<file path="src/rtl/dsa_defines.vh">
// Constants for the dual-slope converter sequencer.
// Assumes inclusion by bare name from the design files.
`ifndef DSA_DEFINES_VH
`define DSA_DEFINES_VH
`define DSA_OSC_DIV        4
`define DSA_DIV_W          2
`define DSA_INT_COUNTS     1000
`define DSA_DEINT_MAX      2000
`define DSA_CONV_COUNTS    4000
`define DSA_AZ_MIN         1000
`define DSA_CNT_W          12
`define DSA_PH_W           2
`define DSA_PH_AZ          2'h0
`define DSA_PH_INT         2'h1
`define DSA_PH_DEINT       2'h2
`define DSA_SEG_ALL        7'h7f
`define DSA_SEG_OFF        7'h00
`endif

</file>
<file path="src/rtl/dsa_seg_dec.v">
// Seven-segment decoder for one decimal digit, segments {g,f,e,d,c,b,a}.
// Assumes a BCD input; codes above nine show blank.
`timescale 1ns/1ns
`include "dsa_defines.vh"
module dsa_seg_dec (
   // Digit in.
   input  wire [3:0] digit,
   // Segment drive, active high.
   output reg  [6:0] seg
);
   // Plain lookup table of the ten digit patterns.
   always @* begin
      case (digit)
         4'h0: seg = 7'h3f;
         4'h1: seg = 7'h06;
         4'h2: seg = 7'h5b;
         4'h3: seg = 7'h4f;
         4'h4: seg = 7'h66;
         4'h5: seg = 7'h6d;
         4'h6: seg = 7'h7d;
         4'h7: seg = 7'h07;
         4'h8: seg = 7'h7f;
         4'h9: seg = 7'h6f;
         default: seg = `DSA_SEG_OFF;
      endcase
   end
endmodule

</file>
<file path="src/rtl/dsa_seq.v">
// Dual-slope converter sequencer: phase control, switch drive, result
// counting and seven-segment display drive.
// Assumes the analog front end, comparator and battery detector outside;
// their signals arrive asynchronously and are synchronised here.
`timescale 1ns/1ns
`include "dsa_defines.vh"
// Behaviour
// - Phases repeat in order auto-zero, integrate, de-integrate, auto-zero.
// - Auto-zero ties both analog inputs to analog common.
// - Auto-zero charges reference capacitor and closes offset loop.
// - Integration connects input for exactly 1000 counts.
// - Comparator sampled at integration end stores polarity for de-integration.
// - De-integration ties low input to common, high across oriented reference.
// - Counts from de-integration start to zero crossing form the result.
// - Test input lights all digit segments and minus sign, showing -1888.
// - Hold input freezes the display latch.
// - Three full digits; thousands is one output, lit for a leading one.
// - Low-battery segment follows detected battery-low condition.
// - Count clock is the oscillator divided by four.
// - Conversion totals 4000 counts; phase lengths within stated bounds.
// - Unused de-integration counts extend the following auto-zero.
// - Status outputs are high only in integration and de-integration.
module dsa_seq #(
   parameter INT_COUNTS  = `DSA_INT_COUNTS,
   parameter DEINT_MAX   = `DSA_DEINT_MAX,
   parameter CONV_COUNTS = `DSA_CONV_COUNTS
) (
   // Clock and reset.
   input  wire        ref_clk,
   input  wire        arst_n,
   // Asynchronous inputs from the analog side and the user.
   input  wire        comp_in,
   input  wire        batt_low_in,
   input  wire        test_in,
   input  wire        hold_in,
   // Analog switch controls.
   output reg         sw_in_to_com,
   output reg         sw_ref_charge,
   output reg         sw_az_loop,
   output reg         sw_in_connect,
   output reg         sw_lo_to_com,
   output reg         sw_ref_pos,
   output reg         sw_ref_neg,
   // Phase status and count pulse.
   output reg         integ_status_out,
   output reg         deint_status_out,
   output reg         count_tick,
   // Display segments {g,f,e,d,c,b,a}.
   output reg  [6:0]  units_seg,
   output reg  [6:0]  tens_seg,
   output reg  [6:0]  hundreds_seg,
   output reg         thousands_bc_seg,
   output reg         minus_sign_seg,
   output reg         low_batt_seg
);
   localparam CW = `DSA_CNT_W;
   // Count end points are worked out at full width, then cut on purpose.
   localparam [31:0] INT_LAST_W  = INT_COUNTS - 1;
   localparam [31:0] DEI_LAST_W  = DEINT_MAX - 1;
   localparam [31:0] CONV_LAST_W = CONV_COUNTS - 1;
   localparam [31:0] AZ_START_W  = INT_COUNTS;
   localparam [31:0] DIV_LAST_W  = `DSA_OSC_DIV - 1;
   localparam [CW-1:0] INT_LAST  = INT_LAST_W[CW-1:0];
   localparam [CW-1:0] DEI_LAST  = DEI_LAST_W[CW-1:0];
   localparam [CW-1:0] CONV_LAST = CONV_LAST_W[CW-1:0];
   // The first auto-zero after reset has no de-integration before it, so
   // it starts where the longest legal auto-zero would start.
   localparam [CW-1:0] AZ_START  = AZ_START_W[CW-1:0];
   localparam [`DSA_DIV_W-1:0] DIV_LAST = DIV_LAST_W[`DSA_DIV_W-1:0];
   localparam NSYNC = 4;

   // Reset release through two flops.
   reg rst_a_r, rst_n_r;
   always @(posedge ref_clk or negedge arst_n) begin
      if (!arst_n) begin
         rst_a_r <= 1'b0;
         rst_n_r <= 1'b0;
      end else begin
         rst_a_r <= 1'b1;
         rst_n_r <= rst_a_r;
      end
   end

   // Three-flop synchronisers; a change counts once stages two and three
   // agree, so a single metastable sample never flips a decision.
   wire [NSYNC-1:0] async_in = {hold_in, test_in, batt_low_in, comp_in};
   wire [NSYNC-1:0] sync_out;
   genvar gi;
   generate
      for (gi = 0; gi < NSYNC; gi = gi + 1) begin : g_sync
         reg s1_r, s2_r, s3_r, flt_r;
         always @(posedge ref_clk or negedge rst_n_r) begin
            if (!rst_n_r) begin
               s1_r  <= 1'b0;
               s2_r  <= 1'b0;
               s3_r  <= 1'b0;
               flt_r <= 1'b0;
            end else begin
               s1_r <= async_in[gi];
               s2_r <= s1_r;
               s3_r <= s2_r;
               if (s2_r == s3_r)
                  flt_r <= s3_r;
            end
         end
         assign sync_out[gi] = flt_r;
      end
   endgenerate
   wire comp_s = sync_out[0];
   wire batt_s = sync_out[1];
   wire test_s = sync_out[2];
   wire hold_s = sync_out[3];

   // Divide by four; one count is four ref_clk cycles.
   reg [`DSA_DIV_W-1:0] div_r;
   wire tick = (div_r == DIV_LAST);

   // Sequencer state.
   reg [`DSA_PH_W-1:0] ph_r, ph_nxt;
   reg [CW-1:0] conv_r;   // Counts since conversion start.
   reg [CW-1:0] ph_cnt_r; // Counts within current phase.
   reg          pol_neg_r;
   reg [CW-1:0] res_r;
   reg          res_neg_r;
   reg          done;     // De-integration ends on this tick.

   // Phase decisions on each count tick.
   always @* begin
      ph_nxt = ph_r;
      done   = 1'b0;
      case (ph_r)
         `DSA_PH_AZ:
            if (conv_r == CONV_LAST)
               ph_nxt = `DSA_PH_INT;
         `DSA_PH_INT:
            if (ph_cnt_r == INT_LAST)
               ph_nxt = `DSA_PH_DEINT;
         `DSA_PH_DEINT: begin
            // Zero crossing: the comparator leaves the side it held when
            // integration ended.
            if ((comp_s != pol_neg_r) || (ph_cnt_r == DEI_LAST)) begin
               ph_nxt = `DSA_PH_AZ;
               done   = 1'b1;
            end
         end
         default: ph_nxt = `DSA_PH_AZ;
      endcase
   end

   // Counting and latching; the conversion counter wraps at its length so
   // auto-zero absorbs whatever de-integration left unused.
   always @(posedge ref_clk or negedge rst_n_r) begin
      if (!rst_n_r) begin
         div_r     <= {`DSA_DIV_W{1'b0}};
         ph_r      <= `DSA_PH_AZ;
         conv_r    <= AZ_START;
         ph_cnt_r  <= {CW{1'b0}};
         pol_neg_r <= 1'b0;
         res_r     <= {CW{1'b0}};
         res_neg_r <= 1'b0;
      end else begin
         div_r <= div_r + 1'b1;
         if (tick) begin
            ph_r     <= ph_nxt;
            conv_r   <= (conv_r == CONV_LAST) ? {CW{1'b0}} : conv_r + 1'b1;
            ph_cnt_r <= (ph_nxt != ph_r) ? {CW{1'b0}} : ph_cnt_r + 1'b1;
            if (ph_r == `DSA_PH_INT && ph_nxt == `DSA_PH_DEINT)
               pol_neg_r <= comp_s;
            if (done && !hold_s) begin
               res_r     <= ph_cnt_r;
               res_neg_r <= pol_neg_r;
            end
         end
      end
   end

   // Binary result to BCD by shift-and-add.
   function [15:0] to_bcd;
      input [CW-1:0] bin;
      integer i;
      reg [15:0] b;
      begin
         b = 16'h0000;
         for (i = CW - 1; i >= 0; i = i - 1) begin
            if (b[3:0]   > 4'h4) b[3:0]   = b[3:0]   + 4'h3;
            if (b[7:4]   > 4'h4) b[7:4]   = b[7:4]   + 4'h3;
            if (b[11:8]  > 4'h4) b[11:8]  = b[11:8]  + 4'h3;
            if (b[15:12] > 4'h4) b[15:12] = b[15:12] + 4'h3;
            b = {b[14:0], bin[i]};
         end
         to_bcd = b;
      end
   endfunction

   wire [15:0] bcd = to_bcd(res_r);
   wire [6:0]  u_dec, t_dec, h_dec;
   dsa_seg_dec u_units    (.digit(bcd[3:0]),  .seg(u_dec));
   dsa_seg_dec u_tens     (.digit(bcd[7:4]),  .seg(t_dec));
   dsa_seg_dec u_hundreds (.digit(bcd[11:8]), .seg(h_dec));

   // Registered outputs: switches, status and segments.
   always @(posedge ref_clk or negedge rst_n_r) begin
      if (!rst_n_r) begin
         sw_in_to_com     <= 1'b0;
         sw_ref_charge    <= 1'b0;
         sw_az_loop       <= 1'b0;
         sw_in_connect    <= 1'b0;
         sw_lo_to_com     <= 1'b0;
         sw_ref_pos       <= 1'b0;
         sw_ref_neg       <= 1'b0;
         integ_status_out <= 1'b0;
         deint_status_out <= 1'b0;
         count_tick       <= 1'b0;
         units_seg        <= `DSA_SEG_OFF;
         tens_seg         <= `DSA_SEG_OFF;
         hundreds_seg     <= `DSA_SEG_OFF;
         thousands_bc_seg <= 1'b0;
         minus_sign_seg   <= 1'b0;
         low_batt_seg     <= 1'b0;
      end else begin
         sw_in_to_com     <= (ph_r == `DSA_PH_AZ);
         sw_ref_charge    <= (ph_r == `DSA_PH_AZ);
         sw_az_loop       <= (ph_r == `DSA_PH_AZ);
         sw_in_connect    <= (ph_r == `DSA_PH_INT);
         sw_lo_to_com     <= (ph_r == `DSA_PH_DEINT);
         // Reference orientation opposes the stored input sign.
         sw_ref_pos <= (ph_r == `DSA_PH_DEINT) && pol_neg_r;
         sw_ref_neg <= (ph_r == `DSA_PH_DEINT) && !pol_neg_r;
         integ_status_out <= (ph_r == `DSA_PH_INT);
         deint_status_out <= (ph_r == `DSA_PH_DEINT);
         count_tick       <= tick;
         low_batt_seg     <= batt_s;
         if (test_s) begin
            units_seg        <= `DSA_SEG_ALL;
            tens_seg         <= `DSA_SEG_ALL;
            hundreds_seg     <= `DSA_SEG_ALL;
            thousands_bc_seg <= 1'b1;
            minus_sign_seg   <= 1'b1;
         end else begin
            units_seg        <= u_dec;
            tens_seg         <= t_dec;
            hundreds_seg     <= h_dec;
            thousands_bc_seg <= (bcd[15:12] != 4'h0);
            minus_sign_seg   <= res_neg_r;
         end
      end
   end
endmodule

</file>
<file path="config.mk">
export PLATFORM = sky130hd
export DESIGN_NAME = dsa_seq
export DESIGN_NICKNAME = d
export VERILOG_FILES = /design/src/rtl/dsa_seg_dec.v /design/src/rtl/dsa_seq.v
export VERILOG_INCLUDE_DIRS = /design/src /design/src/rtl
export SDC_FILE = /design/constraint.sdc
export NUM_CORES = 1
export LEC_CHECK = 0
export CORE_ASPECT_RATIO = 0.9
export CORE_MARGIN = 3
export CORE_UTILIZATION = 50
export CTS_CLUSTER_SIZE = 10
export DETAILED_ROUTE_END_ITERATION = 8
export DONT_BUFFER_PORTS = 1
export GPL_TIMING_DRIVEN = 0
export PLACE_DENSITY = 0.68
export REMOVE_ABC_BUFFERS = 1
export SYNTH_ARGS = -nofsm -noshare
export SYNTH_HDL_FRONTEND = slang
export SYNTH_HIERARCHICAL = 1
export SYNTH_SLANG_ARGS = --single-unit
export TNS_END_PERCENT = 20
</file>
<file path="constraint.sdc">
create_clock -name ref_clk -period 2.7 [get_ports ref_clk]
set_input_delay 0 -clock ref_clk [delete_from_list [all_inputs] [get_ports ref_clk]]
set_output_delay 0 -clock ref_clk [all_outputs]
set_load 0.1 [all_outputs]
</file>
# == Word-level counts from Yosys, hierarchy flattened ==
# Memory sizes are Yosys's and may differ from the RTL's.
# Index checks and enable logic that the tools add are counted.
# totals
in_bits,6
n_memories,3
mem_bits_ro,336
register_bits,90
output_inout_bits,34
# memory_table
name,words,width,read_ports,rd_ports_with_merged_regs,wr,line,text
(name not given),16,7,1,0,0,dsa_seg_dec.v:13,case (digit)
(name not given),16,7,1,0,0,dsa_seg_dec.v:13,
(name not given),16,7,1,0,0,dsa_seg_dec.v:13,
# op_classes
eq_ne,13
n_lt_le_gt_ge,18
reduce_logical,11
n_addsub,21
muxes,31
# op_table
cell,count
two-way mux 4 bit,18
"adder 4 x 2 -> 4 bit, second input constant",15
"> comparator 4 x 3 -> 1 bit, second input constant",15
"adder 12 x 1 -> 12 bit, second input constant",2
two-way mux 12 bit,2
two-way mux 7 bit,3
"adder 3 x 2 -> 4 bit, second input constant",3
"== test 12 x 10 -> 1 bit, second input constant",1
"== test 12 x 11 -> 1 bit, second input constant",1
"== test 12 bit, second input constant",1
"> comparator 3 bit, second input constant",3
"== test 2 bit, second input constant",3
two-way mux 2 bit,3
case mux 2 bit (3 select lines),1
== test 1 bit,4
logical AND 1 bit,4
two-way mux 1 bit,4
AND reduction 2 bit,2
nonzero test 4 bit,1
"adder 2 x 1 -> 2 bit, second input constant",1
"== test 2 x 1 -> 1 bit, second input constant",1
zero test 1 bit,2
zero test 2 bit,1
inequality test 2 bit,1
other kinds (2),2

# == Logic depth before layout (Yosys ltp) ==
# Gate-level depths: netlist of run 1.
# logic_depth
word_depth,20
ltp_mapped,43
mapped_depth_nobuf,39

# == Cells and area by module ==
# The synthesis of run 1 kept the hierarchy.
# modules_own_cells
module,cells_each,n_inst,area_per_inst_um2
dsa_seq,686,1,6438.7
dsa_seg_dec (u_hundreds ...),26,2,201.4
dsa_seg_dec (u_tens),28,1,220.2

# == Worst setup path after synthesis of run 1 ==
# No wires, ideal clock.
# synth_path
path_kind,register -> register
start,reg res_r[9]
end,reg hundreds_seg[4]
path_buffers,3
period_less_slack_ps,7902
path_slack_ps,-5202
arrival_time_ps,7775
setup_ps,127
stages_incl_launch_ff,40
path_cell_list,dfrtp_1 buf_4 inv_1 ha_1 inv_1 ha_1 buf_6 xnor2_4 a2111oi_2 nor3_2 a22o_4 buf_2 nand3_1 o21ai_0 a221oi_2 ha_1 o21ai_0 a2111oi_2 (+4 left out) inv_1 nand2_1 mux2i_1 inv_1 ha_1 nor2_1 and3_1 or4_1 nor2_1 ha_1 nand2b_1 a21o_1 o211ai_1 xnor2_1 inv_1 ha_1 a22o_1 or2_2
# synth_between
elab_chain_len,20
word_cells_on_any_way,53
# synth_rtl
item,line,text
from (decl),dsa_seq.v:123,reg [CW-1:0] res_r;
from (signal assigned),dsa_seq.v:159,res_r <= {CW{1'b0}};
from (signal assigned),dsa_seq.v:170,res_r <= ph_cnt_r;
adder 3 x 2 -> 4 bit or > comparator 3 bit (tied branches),dsa_seq.v:185,if (b[3:0] > 4'h4) b[3:0] = b[3:0] + 4'h3;
two-way mux 4 bit (*),dsa_seq.v:185,
adder 4 x 2 -> 4 bit or > comparator 4 x 3 -> 1 bit (tied branches),dsa_seq.v:185,
two-way mux 4 bit,dsa_seq.v:185,
adder 4 x 2 -> 4 bit or > comparator 4 x 3 -> 1 bit (tied branches),dsa_seq.v:185,
two-way mux 4 bit,dsa_seq.v:185,
"adder 4 x 2 -> 4 bit, or another cell as far along",dsa_seq.v:185,
"two-way mux 4 bit, on equally long branches","dsa_seq.v:185, dsa_seq.v:186",
(+6 left out),n/a,
"adder 4 x 2 -> 4 bit, or another cell as far along",dsa_seq.v:186,if (b[7:4] > 4'h4) b[7:4] = b[7:4] + 4'h3;
"two-way mux 4 bit, on equally long branches","dsa_seq.v:186, dsa_seq.v:187",
adder 4 x 2 -> 4 bit or > comparator 4 x 3 -> 1 bit (tied branches),dsa_seq.v:187,if (b[11:8] > 4'h4) b[11:8] = b[11:8] + 4'h3;
two-way mux 4 bit (*),dsa_seq.v:187,
named net bcd[9],dsa_seq.v:195,wire [15:0] bcd = to_bcd(res_r);
memory read (16 x 7 bit) (*),n/a,
named net h_dec[4],dsa_seq.v:196,"wire [6:0] u_dec, t_dec, h_dec;"
two-way mux 7 bit (*),dsa_seq.v:233,if (test_s) begin
to (signal assigned),dsa_seq.v:216,hundreds_seg <= `DSA_SEG_OFF;
to (signal assigned),dsa_seq.v:236,hundreds_seg <= `DSA_SEG_ALL;
to (decl),dsa_seq.v:51,"output reg [6:0] hundreds_seg,"
# Mark *: on every way through the listed nets, which the timed path passes. The rest lies on a longest branch.
# A chain may end at the register's enable or synchronous reset.

# == Worst setup path after layout of run 1 ==
# layout_path
start,reg res_r[9]
end,reg hundreds_seg[5]
# Same word-level chain as after synthesis.

==> results of run 1 <==
-- power by group --
part	total (W)	switching, W	leakage (nW)	internal (W)
clock	0.00124	0.000517	0.143	0.000720
combinational	0.0000469	0.0000243	2.25	0.0000227
sequential	0.00147	0.0000970	1.05	0.00137
-- placed cells by master (no fill, tap or decap), types with 5 or more instances in the layout --
master          n
dfrtp_1        77
buf_4          74
nor2_1         50
nand2_1        47
inv_1          32
ha_1           28
o21ai_0        23
nand3_1        21
a21oi_1        20
or2_2          20
xnor2_1        17
mux2_2         17
inv_2          15
o211ai_1       13
ha_4           13
nand4_1        11
nor3_1         11
nor2b_1        10
o22ai_1        10
o21ai_1         9
xor2_1          9
mux2i_1         9
clkbuf_16       9
nand2b_1        8
nor4_1          8
or3_1           8
o21ai_2         7
a21oi_2         7
o31ai_1         7
and3_1          7
a31oi_1         7
dfstp_2         6
dfrtp_2         6
dlygate4sd3_1   6
or2_4           5
and4_1          5
mux2i_4         5
a21o_1          5
o2111ai_1       5
maj3_1          5
-- what timing repair did --
action,4_1_cts,5_1_grt
gates cloned,1,0
endpoints found under the setup margin,22,34
setup buffers,61,19
gates resized for setup,130,43
hold endpoints to repair,6,0
hold buffers,6,0
pin swaps,55,34
-- cell type report --
type,instances,share of cell area [%]
Tap cell,189,2.68
Clock buffer,10,2.59
Multi-Input combinational cell,589,58.2
Inverter,47,2.00
Clock inverter,6,0.736
Timing Repair Buffer,87,8.07
Sequential cell,90,25.7
-- state kept, by name, summed over array words and instances (netlist names), 4 cells and up --
signal	cells
g_sync.s3_r	4
g_sync.s1_r	4
tens_seg	7
ph_cnt_r	12
units_seg	7
hundreds_seg	7
g_sync.s2_r	4
conv_r	12
res_r	12
-- cells by family after synthesis --
family                     after synthesis  share of synthesized area, %
and+or+nand+nor                        267                          20.9
AOI/OAI and AO/OA                      198                          21.4
DFF                                     90                          32.0
buffers and inverters                   88                          5.94
adders and majority gates               50                          8.68
muxes                                   37                          5.83
xor gates and xnor gates                35                          5.17
other                                    1                        0.0531
-- metrics by stage --
stage	hold WS, ps	area, um2
global placement	-296	7060
detailed placement	-295	7090
finish	207	8830
global route	215	8830
floorplan	-296	6820
CTS	194	8510
-- routing by layer --
metal,vias up,GRT usage (%),wire [um]
li1,2895,-,-
met5,-,0,0
met2,200,35.2,8300
met3,33,3.36,784
met1,2942,26.6,7110
met4,0,7.94,359
-- worst register-to-register path, delay by kind of cell (launching register included) --
| family | cells | cell delay [ps] |
|---|---|---|
| and+or+nand+nor | 13 | 2820 |
| buffers and inverters | 5 | 460 |
| DFF | 1 | 410 |
| muxes | 1 | 180 |
| AOI/OAI and AO/OA | 10 | 1590 |
| xor gates and xnor gates | 1 | 190 |
| adders and majority gates | 7 | 1170 |
-- how the worst max path moves through the flow --
stage / from / endpoint / slack [ps] / cells past startpoint
after global routing: res_r[9] / hundreds_seg[1] / -4600 / 38
after global placement: res_r[9] / hundreds_seg[5] / -7140 / 36
final: res_r[9] / hundreds_seg[5] / -4260 / 37
after CTS: res_r[10] / hundreds_seg[4] / -4160 / 35
after detailed placement: res_r[9] / hundreds_seg[5] / -7530 / 36
after floorplan: res_r[9] / hundreds_seg[4] / -5940 / 36
==> impl_results.md, run 1 <==
* Status: complete, but fails checks
* Failing checks: setup timing
* Hold-critical path endpoint: g_sync[2].s1_r
* Netlist cell types at 106
* Startpoint Class: flop
* Vias in the first global route at 5942
* Critical setup path kind: flop to flop
* Num rows at 40
* Nets at 875
* Post-synth top flop: dfrtp_1
* Die H at 119 um
* Post-Route Setup TNS at -90140 ps
* Port Buffers at 0
* HPWL Detailed at 10.0 mm
* Starting density of the core at 52.1%
* Top cell type's share of synthesized area at 29.8%
* Required time of the critical path at 2930 ps
* Total gr overflow at 0
* Pwr/cell area at 312 nW/um2
* Max-slew headroom at 6.66%
* Global-route wire length before repair at 27.6 mm
* Die area at 15600 um2
* Routed Antenna Nets at 0
* Via total after detailed routing at 6070
* Synth top area cells: dfrtp_1, ha_1, nor2_1
* Global placement routability congestion at 0.879
* Reg clk slew, reported paths at 60 ps
* Least-Margin Pin Slew at 1400 ps
* Most frequent cell after synthesis: dfrtp_1
* Min Tclk post-route at 6960 ps
* Buffers and inverters on the worst path at 5
* Pre-CTS setup slack at -7530 ps
* Clk Latency, worst-skew pair at 340 ps
* Slew Limit Fails at 0
* Number of synthesized flops with an enable pin at 0
* Clk sinks at 90
* Avg WL per Cell at 16.3 um
* Core area at 13600 um2
* Sequential fraction of the synthesis area at 32.0%
* HP Start: test_in
* RSZ-0062 raised after global routing: yes
* DRC at 0
* Inst Count DP at 915
* Final core utilization at 65.1%
* Critical-path maximum fanout at 8
* Max_cap viols at 0
* Slowest CP cell: or4_4
* Layout area overhead at 25.1%
* Iteration-0 DRC count of the detailed router at 358
* Design Power at 0.00275 W
* # IOs at 40
* Largest area contributor in the netlist: dfrtp_1
* Yosys warns at 6
* Layout cells sized above 1 at 36.2%
* Via/cell ratio at 5.96
* Diodes inserted at 0
* DRT Wirelength at 16.6 mm
* Clk_skew at 5.54 ps
* Endpoints failing hold at 0
* CTS Buf Count at 9
* All-Layer GR Usage at 20.7%
* Syn avg cell area at 9.22 um2
* FF+latch area at 2270 um2
* CP Data Arrival Time at 7200 ps
* Reg-to-reg slack, setup at -4260 ps
* CTS tree: built
* Reg2reg end: hundreds_seg[5]
* Clock Tree Buf Depth at 2
* VDD IR max at 0.000522 V
* Final non-filler cell total at 1018
* Worst r2r path cells at 37
* Endpoints failing setup at 22
* Crit end category: flop
* Cell Area, Synth at 7060 um2
* Worst setup margin at -4260 ps
* Post-route clock period utilization at 258%
* Max Clock Freq at 144 MHz
* Initial antenna violation count at 0
* Die W at 131 um
* Largest net degree at the start of global routing at 62
* Hold WC Path Type: input pin to flop
* Cells after synthesis at 766
* Async set-reset flop share out of synthesis at 100%
* FF+latch count, synth at 90
* Synth top cells by count: dfrtp_1, nor2_1, nand2_1
* Crit path largest cell delay at 560 ps
* Worst r2r src: res_r[9]
* CP most frequent cell: ha_4
* Initial DRT Pass Iterations at 5
* Worst Hold Depth at 1
* Leak at 3.45 nW
* Area of the multi-input gates at 5140 um2
* Critical path's top delay family: simple AND/OR/NAND/NOR gates
* H-tree depth at 3
* # fillers at 1011
* Root Buffer: clkbuf_16
No activity file was read; power rests on OpenSTA's default activity.
==> inputs of run 2 (changes only) <==
--- a/config.mk
+++ b/config.mk
@@ -12,11 +12,10 @@
 export CTS_CLUSTER_SIZE = 10
 export DETAILED_ROUTE_END_ITERATION = 8
 export DONT_BUFFER_PORTS = 1
-export GPL_TIMING_DRIVEN = 0
+export GPL_TIMING_DRIVEN = 1
 export PLACE_DENSITY = 0.68
 export REMOVE_ABC_BUFFERS = 1
 export SYNTH_ARGS = -nofsm -noshare
 export SYNTH_HDL_FRONTEND = slang
-export SYNTH_HIERARCHICAL = 1
 export SYNTH_SLANG_ARGS = --single-unit
 export TNS_END_PERCENT = 20
==> run 2 against run 1 <==
Effect of this change:
- the run still ends with setup timing left
- count of clock-buffer cells in the layout unchanged
- combinational power decreased by 16%
- largest power group unchanged
- core utilization increased by 10 points
==> impl_results.md, run 2 <==
* Syn avg cell area at 9.28 um2 (was 9.22 um2)
* Post-synth top flop: dfrtp_1 (unchanged)
* Top flop regs: conv_r (12), ph_cnt_r (12), res_r (12) (unchanged)
* Clock Tree Buf Depth at 2 (unchanged)
* CP startpoint: res_r[10] (was res_r[9])
* Endpoints failing setup at 22 (unchanged)
* Netlist cell types at 108 (was 106)
* Reg2reg end: units_seg[6] (was hundreds_seg[5])
* All-Layer GR Usage at 25.9% (was 20.7%)
* DRC at 0 (unchanged)
* Clk_skew at 7.93 ps (was 5.54 ps)
* Sequential fraction of the synthesis area at 34.8% (was 32.0%)
* Die H at 114 um (was 119 um)
* Min Tclk post-route at 6570 ps (was 6960 ps)
* Hold WC Path Type: input pin to flop (unchanged)
* Largest net degree at the start of global routing at 63 (was 62)
* Nets at 944 (was 875)
* Reg clk slew, reported paths at 70 ps (was 60 ps)
* Top cell type's share of synthesized area at 32.4% (was 29.8%)
* Layout area overhead at 43.3% (was 25.1%)
* Iteration-0 DRC count of the detailed router at 563 (was 358)
* Clk Latency, worst-skew pair at 340 ps (about the same)
* Inst Count DP at 1007 (was 915)
* Failing checks: setup timing (unchanged)
* Global-route wire length before repair at 31.2 mm (was 27.6 mm)
* HPWL Detailed at 12.3 mm (was 10.0 mm)
* DRT Wirelength at 19.1 mm (was 16.6 mm)
* Pre-CTS setup slack at -4340 ps (was -7530 ps)
* Max-slew headroom at 37.8% (was 6.66%)
* Leak at 4.01 nW (was 3.45 nW)
* Total gr overflow at 0 (unchanged)
* Via total after detailed routing at 6426 (was 6070)
* Reg-to-reg slack, setup at -3870 ps (was -4260 ps)
* H-tree depth at 3 (unchanged)
* Max_cap viols at 0 (unchanged)
* Starting density of the core at 52.5% (was 52.1%)
* Area of the multi-input gates at 4600 um2 (was 5140 um2)
* Routed Antenna Nets at 0 (unchanged)
* Commonest non-fill, non-tap cell in the layout: buf_4 (was dfrtp_1)
* # IOs at 40 (unchanged)
* Synth top cells by count: dfrtp_1, nand2_1, nor2_1 (was dfrtp_1, nor2_1, nand2_1)
* # fillers at 815 (was 1011)
* Most frequent cells in the layout: buf_4, dfrtp_1, nand2_1 (was dfrtp_1, buf_4, nor2_1)
* Vias in the first global route at 6575 (was 5942)
* Endpoints failing hold at 0 (unchanged)
* Pwr/cell area at 304 nW/um2 (was 312 nW/um2)
* Status: complete, but fails checks (unchanged)
* Global placement routability congestion at 0.934 (was 0.879)
* Avg WL per Cell at 17.9 um (was 16.3 um)
* Cells after synthesis at 699 (was 766)
* Synth top area cells: dfrtp_1, ha_1, nand2_1 (was dfrtp_1, ha_1, nor2_1)
* Design Power at 0.00283 W (was 0.00275 W)
* Yosys warns at 0 (was 6)
* Num rows at 38 (was 40)
* Clk sinks at 90 (unchanged)
* Largest area contributor in the netlist: dfrtp_1 (unchanged)
* Hold Slack at 211 ps (was 207 ps)
* Crit path largest cell delay at 510 ps (was 560 ps)
* Worst r2r src: res_r[10] (was res_r[9])
* Cell Area, Synth at 6490 um2 (was 7060 um2)
* Number of synthesized flops with an enable pin at 0 (unchanged)
* CTS Buf Count at 9 (unchanged)
* Worst setup margin at -3870 ps (was -4260 ps)
* Required time of the critical path at 2920 ps (was 2930 ps)
* Initial DRT Pass Iterations at 6 (was 5)
* Critical-path maximum fanout at 7 (was 8)
* Worst r2r path cells at 37 (unchanged)
* Initial antenna violation count at 0 (unchanged)
* Slowest CP cell: or4b_1 (was or4_4)
* RSZ-0062 raised after global routing: yes (unchanged)
* CP Data Arrival Time at 6790 ps (was 7200 ps)
* CTS tree: built (unchanged)
* Root Buffer: clkbuf_16 (unchanged)
* Port Buffers at 0 (unchanged)
* Final non-filler cell total at 1069 (was 1018)
* Async set-reset flop share out of synthesis at 100% (unchanged)
* Post-route clock period utilization at 243% (was 258%)
* Final core utilization at 75.2% (was 65.1%)
* VDD IR max at 0.000317 V (was 0.000522 V)
* Diodes inserted at 0 (unchanged)
* Max Clock Freq at 152 MHz (was 144 MHz)
* Slew Limit Fails at 0 (unchanged)
* Crit end category: flop (unchanged)
* Critical setup path kind: flop to flop (unchanged)
* Die W at 126 um (was 131 um)
* Startpoint Class: flop (unchanged)
* FF+latch area at 2270 um2 (about the same)
* Die area at 14400 um2 (was 15600 um2)
* Layout cells sized above 1 at 45.3% (was 36.2%)
* Via/cell ratio at 6.01 (was 5.96)
* FF+latch count, synth at 90 (unchanged)
* Least-Margin Pin Slew at 935 ps (was 1400 ps)
* Setup crit end: units_seg[6] (was hundreds_seg[5])
* Most frequent cell after synthesis: dfrtp_1 (unchanged)
* Core area at 12400 um2 (was 13600 um2)
-- run 2: cell count changes after synthesis, sizes merged, moves of 6 or more --
cell | previous run | this run
nor2b | 17 | 7
o22ai | 12 | 4
or2 | 26 | 8
o211ai | 15 | 9
inv | 47 | 35
ha | 45 | 34
xnor2 | 24 | 17
nor3 | 17 | 23
a21oi | 29 | 36
-- run 2: cell type report --
| type | instances | share of cell area, % |
|---|---|---|
| clock inverters | 6 | 0.861 |
| inverters | 35 | 1.47 |
| multi-input cells | 537 | 49.5 |
| repair buffers | 231 | 19.1 |
| clock buffers | 10 | 2.57 |
| well taps | 160 | 2.15 |
| flip-flops and latches | 90 | 24.4 |
-- run 2: kinds of logic (layout without fill, tap and decap cells) --
family	Yosys count	count (layout)	synth area share [%]
adder cells (fa/ha/maj)	38	38	7.17
buffers and inverters	72	282	5.15
AO/OA/AOI/OAI	190	190	22.2
XOR/XNOR	27	27	4.45
multiplexers	36	36	6.13
AND/OR/NAND/NOR	245	245	20.0
flip-flops	90	90	34.8
other	1	1	0.0578
-- run 2: metrics by stage --
stage	TNS, ps	instance area, um2
floorplan	-100520	6290
global placement	-83950	7880
detailed placement	-90700	7880
CTS	-75060	9050
global route	-85630	9300
finish	-80600	9300
-- run 2: critical path: cells and delay by family, from the launching register on --
kind                       cells  cell delay [ps]
DFF                            1              360
AOI/OAI and AO/OA              7             1120
muxes                          1               90
adders and majority gates      6             1340
and+or+nand+nor               11             2070
xor gates and xnor gates       3              500
buffers and inverters          9              970
-- run 2: power by group --
group | switching, W | internal [W] | total, W
Clock | 0.000550 | 0.000760 | 0.00131
Combinational | 0.0000186 | 0.0000209 | 0.0000395
Sequential | 0.000107 | 0.00137 | 0.00148
Total | 0.000675 | 0.00215 | 0.00283
-- run 2: timing repair --
action,CTS,global route
setup endpoints to repair,22,22
hold buffers,6,0
pin swaps,55,19
resized for setup,111,46
setup buffers,34,8
hold endpoints to repair,6,0
-- run 2: worst min path at each step --
stage,from,endpoint,cells after the start
2_1_floorplan,arst_n,rst_a_r,0
3_3_place_gp,arst_n,rst_a_r,0
3_5_place_dp,arst_n,rst_a_r,0
4_1_cts,hold_in,g_sync[3].s1_r,1
5_1_grt,hold_in,g_sync[3].s1_r,1
6_report,hold_in,g_sync[3].s1_r,1
-- run 2: per-layer routing --
| layer | wire, um | vias to the layer above | part of all wire, % | global-route usage, % |
|---|---|---|---|---|
| li1 | - | 2979 | - | - |
| met1 | 7670 | 3166 | 40 | 31.0 |
| met2 | 10200 | 229 | 53 | 48.9 |
| met3 | 784 | 52 | 4.1 | 3.50 |
| met4 | 433 | 0 | 2.3 | 6.86 |
| met5 | 0 | - | 0 | 0 |
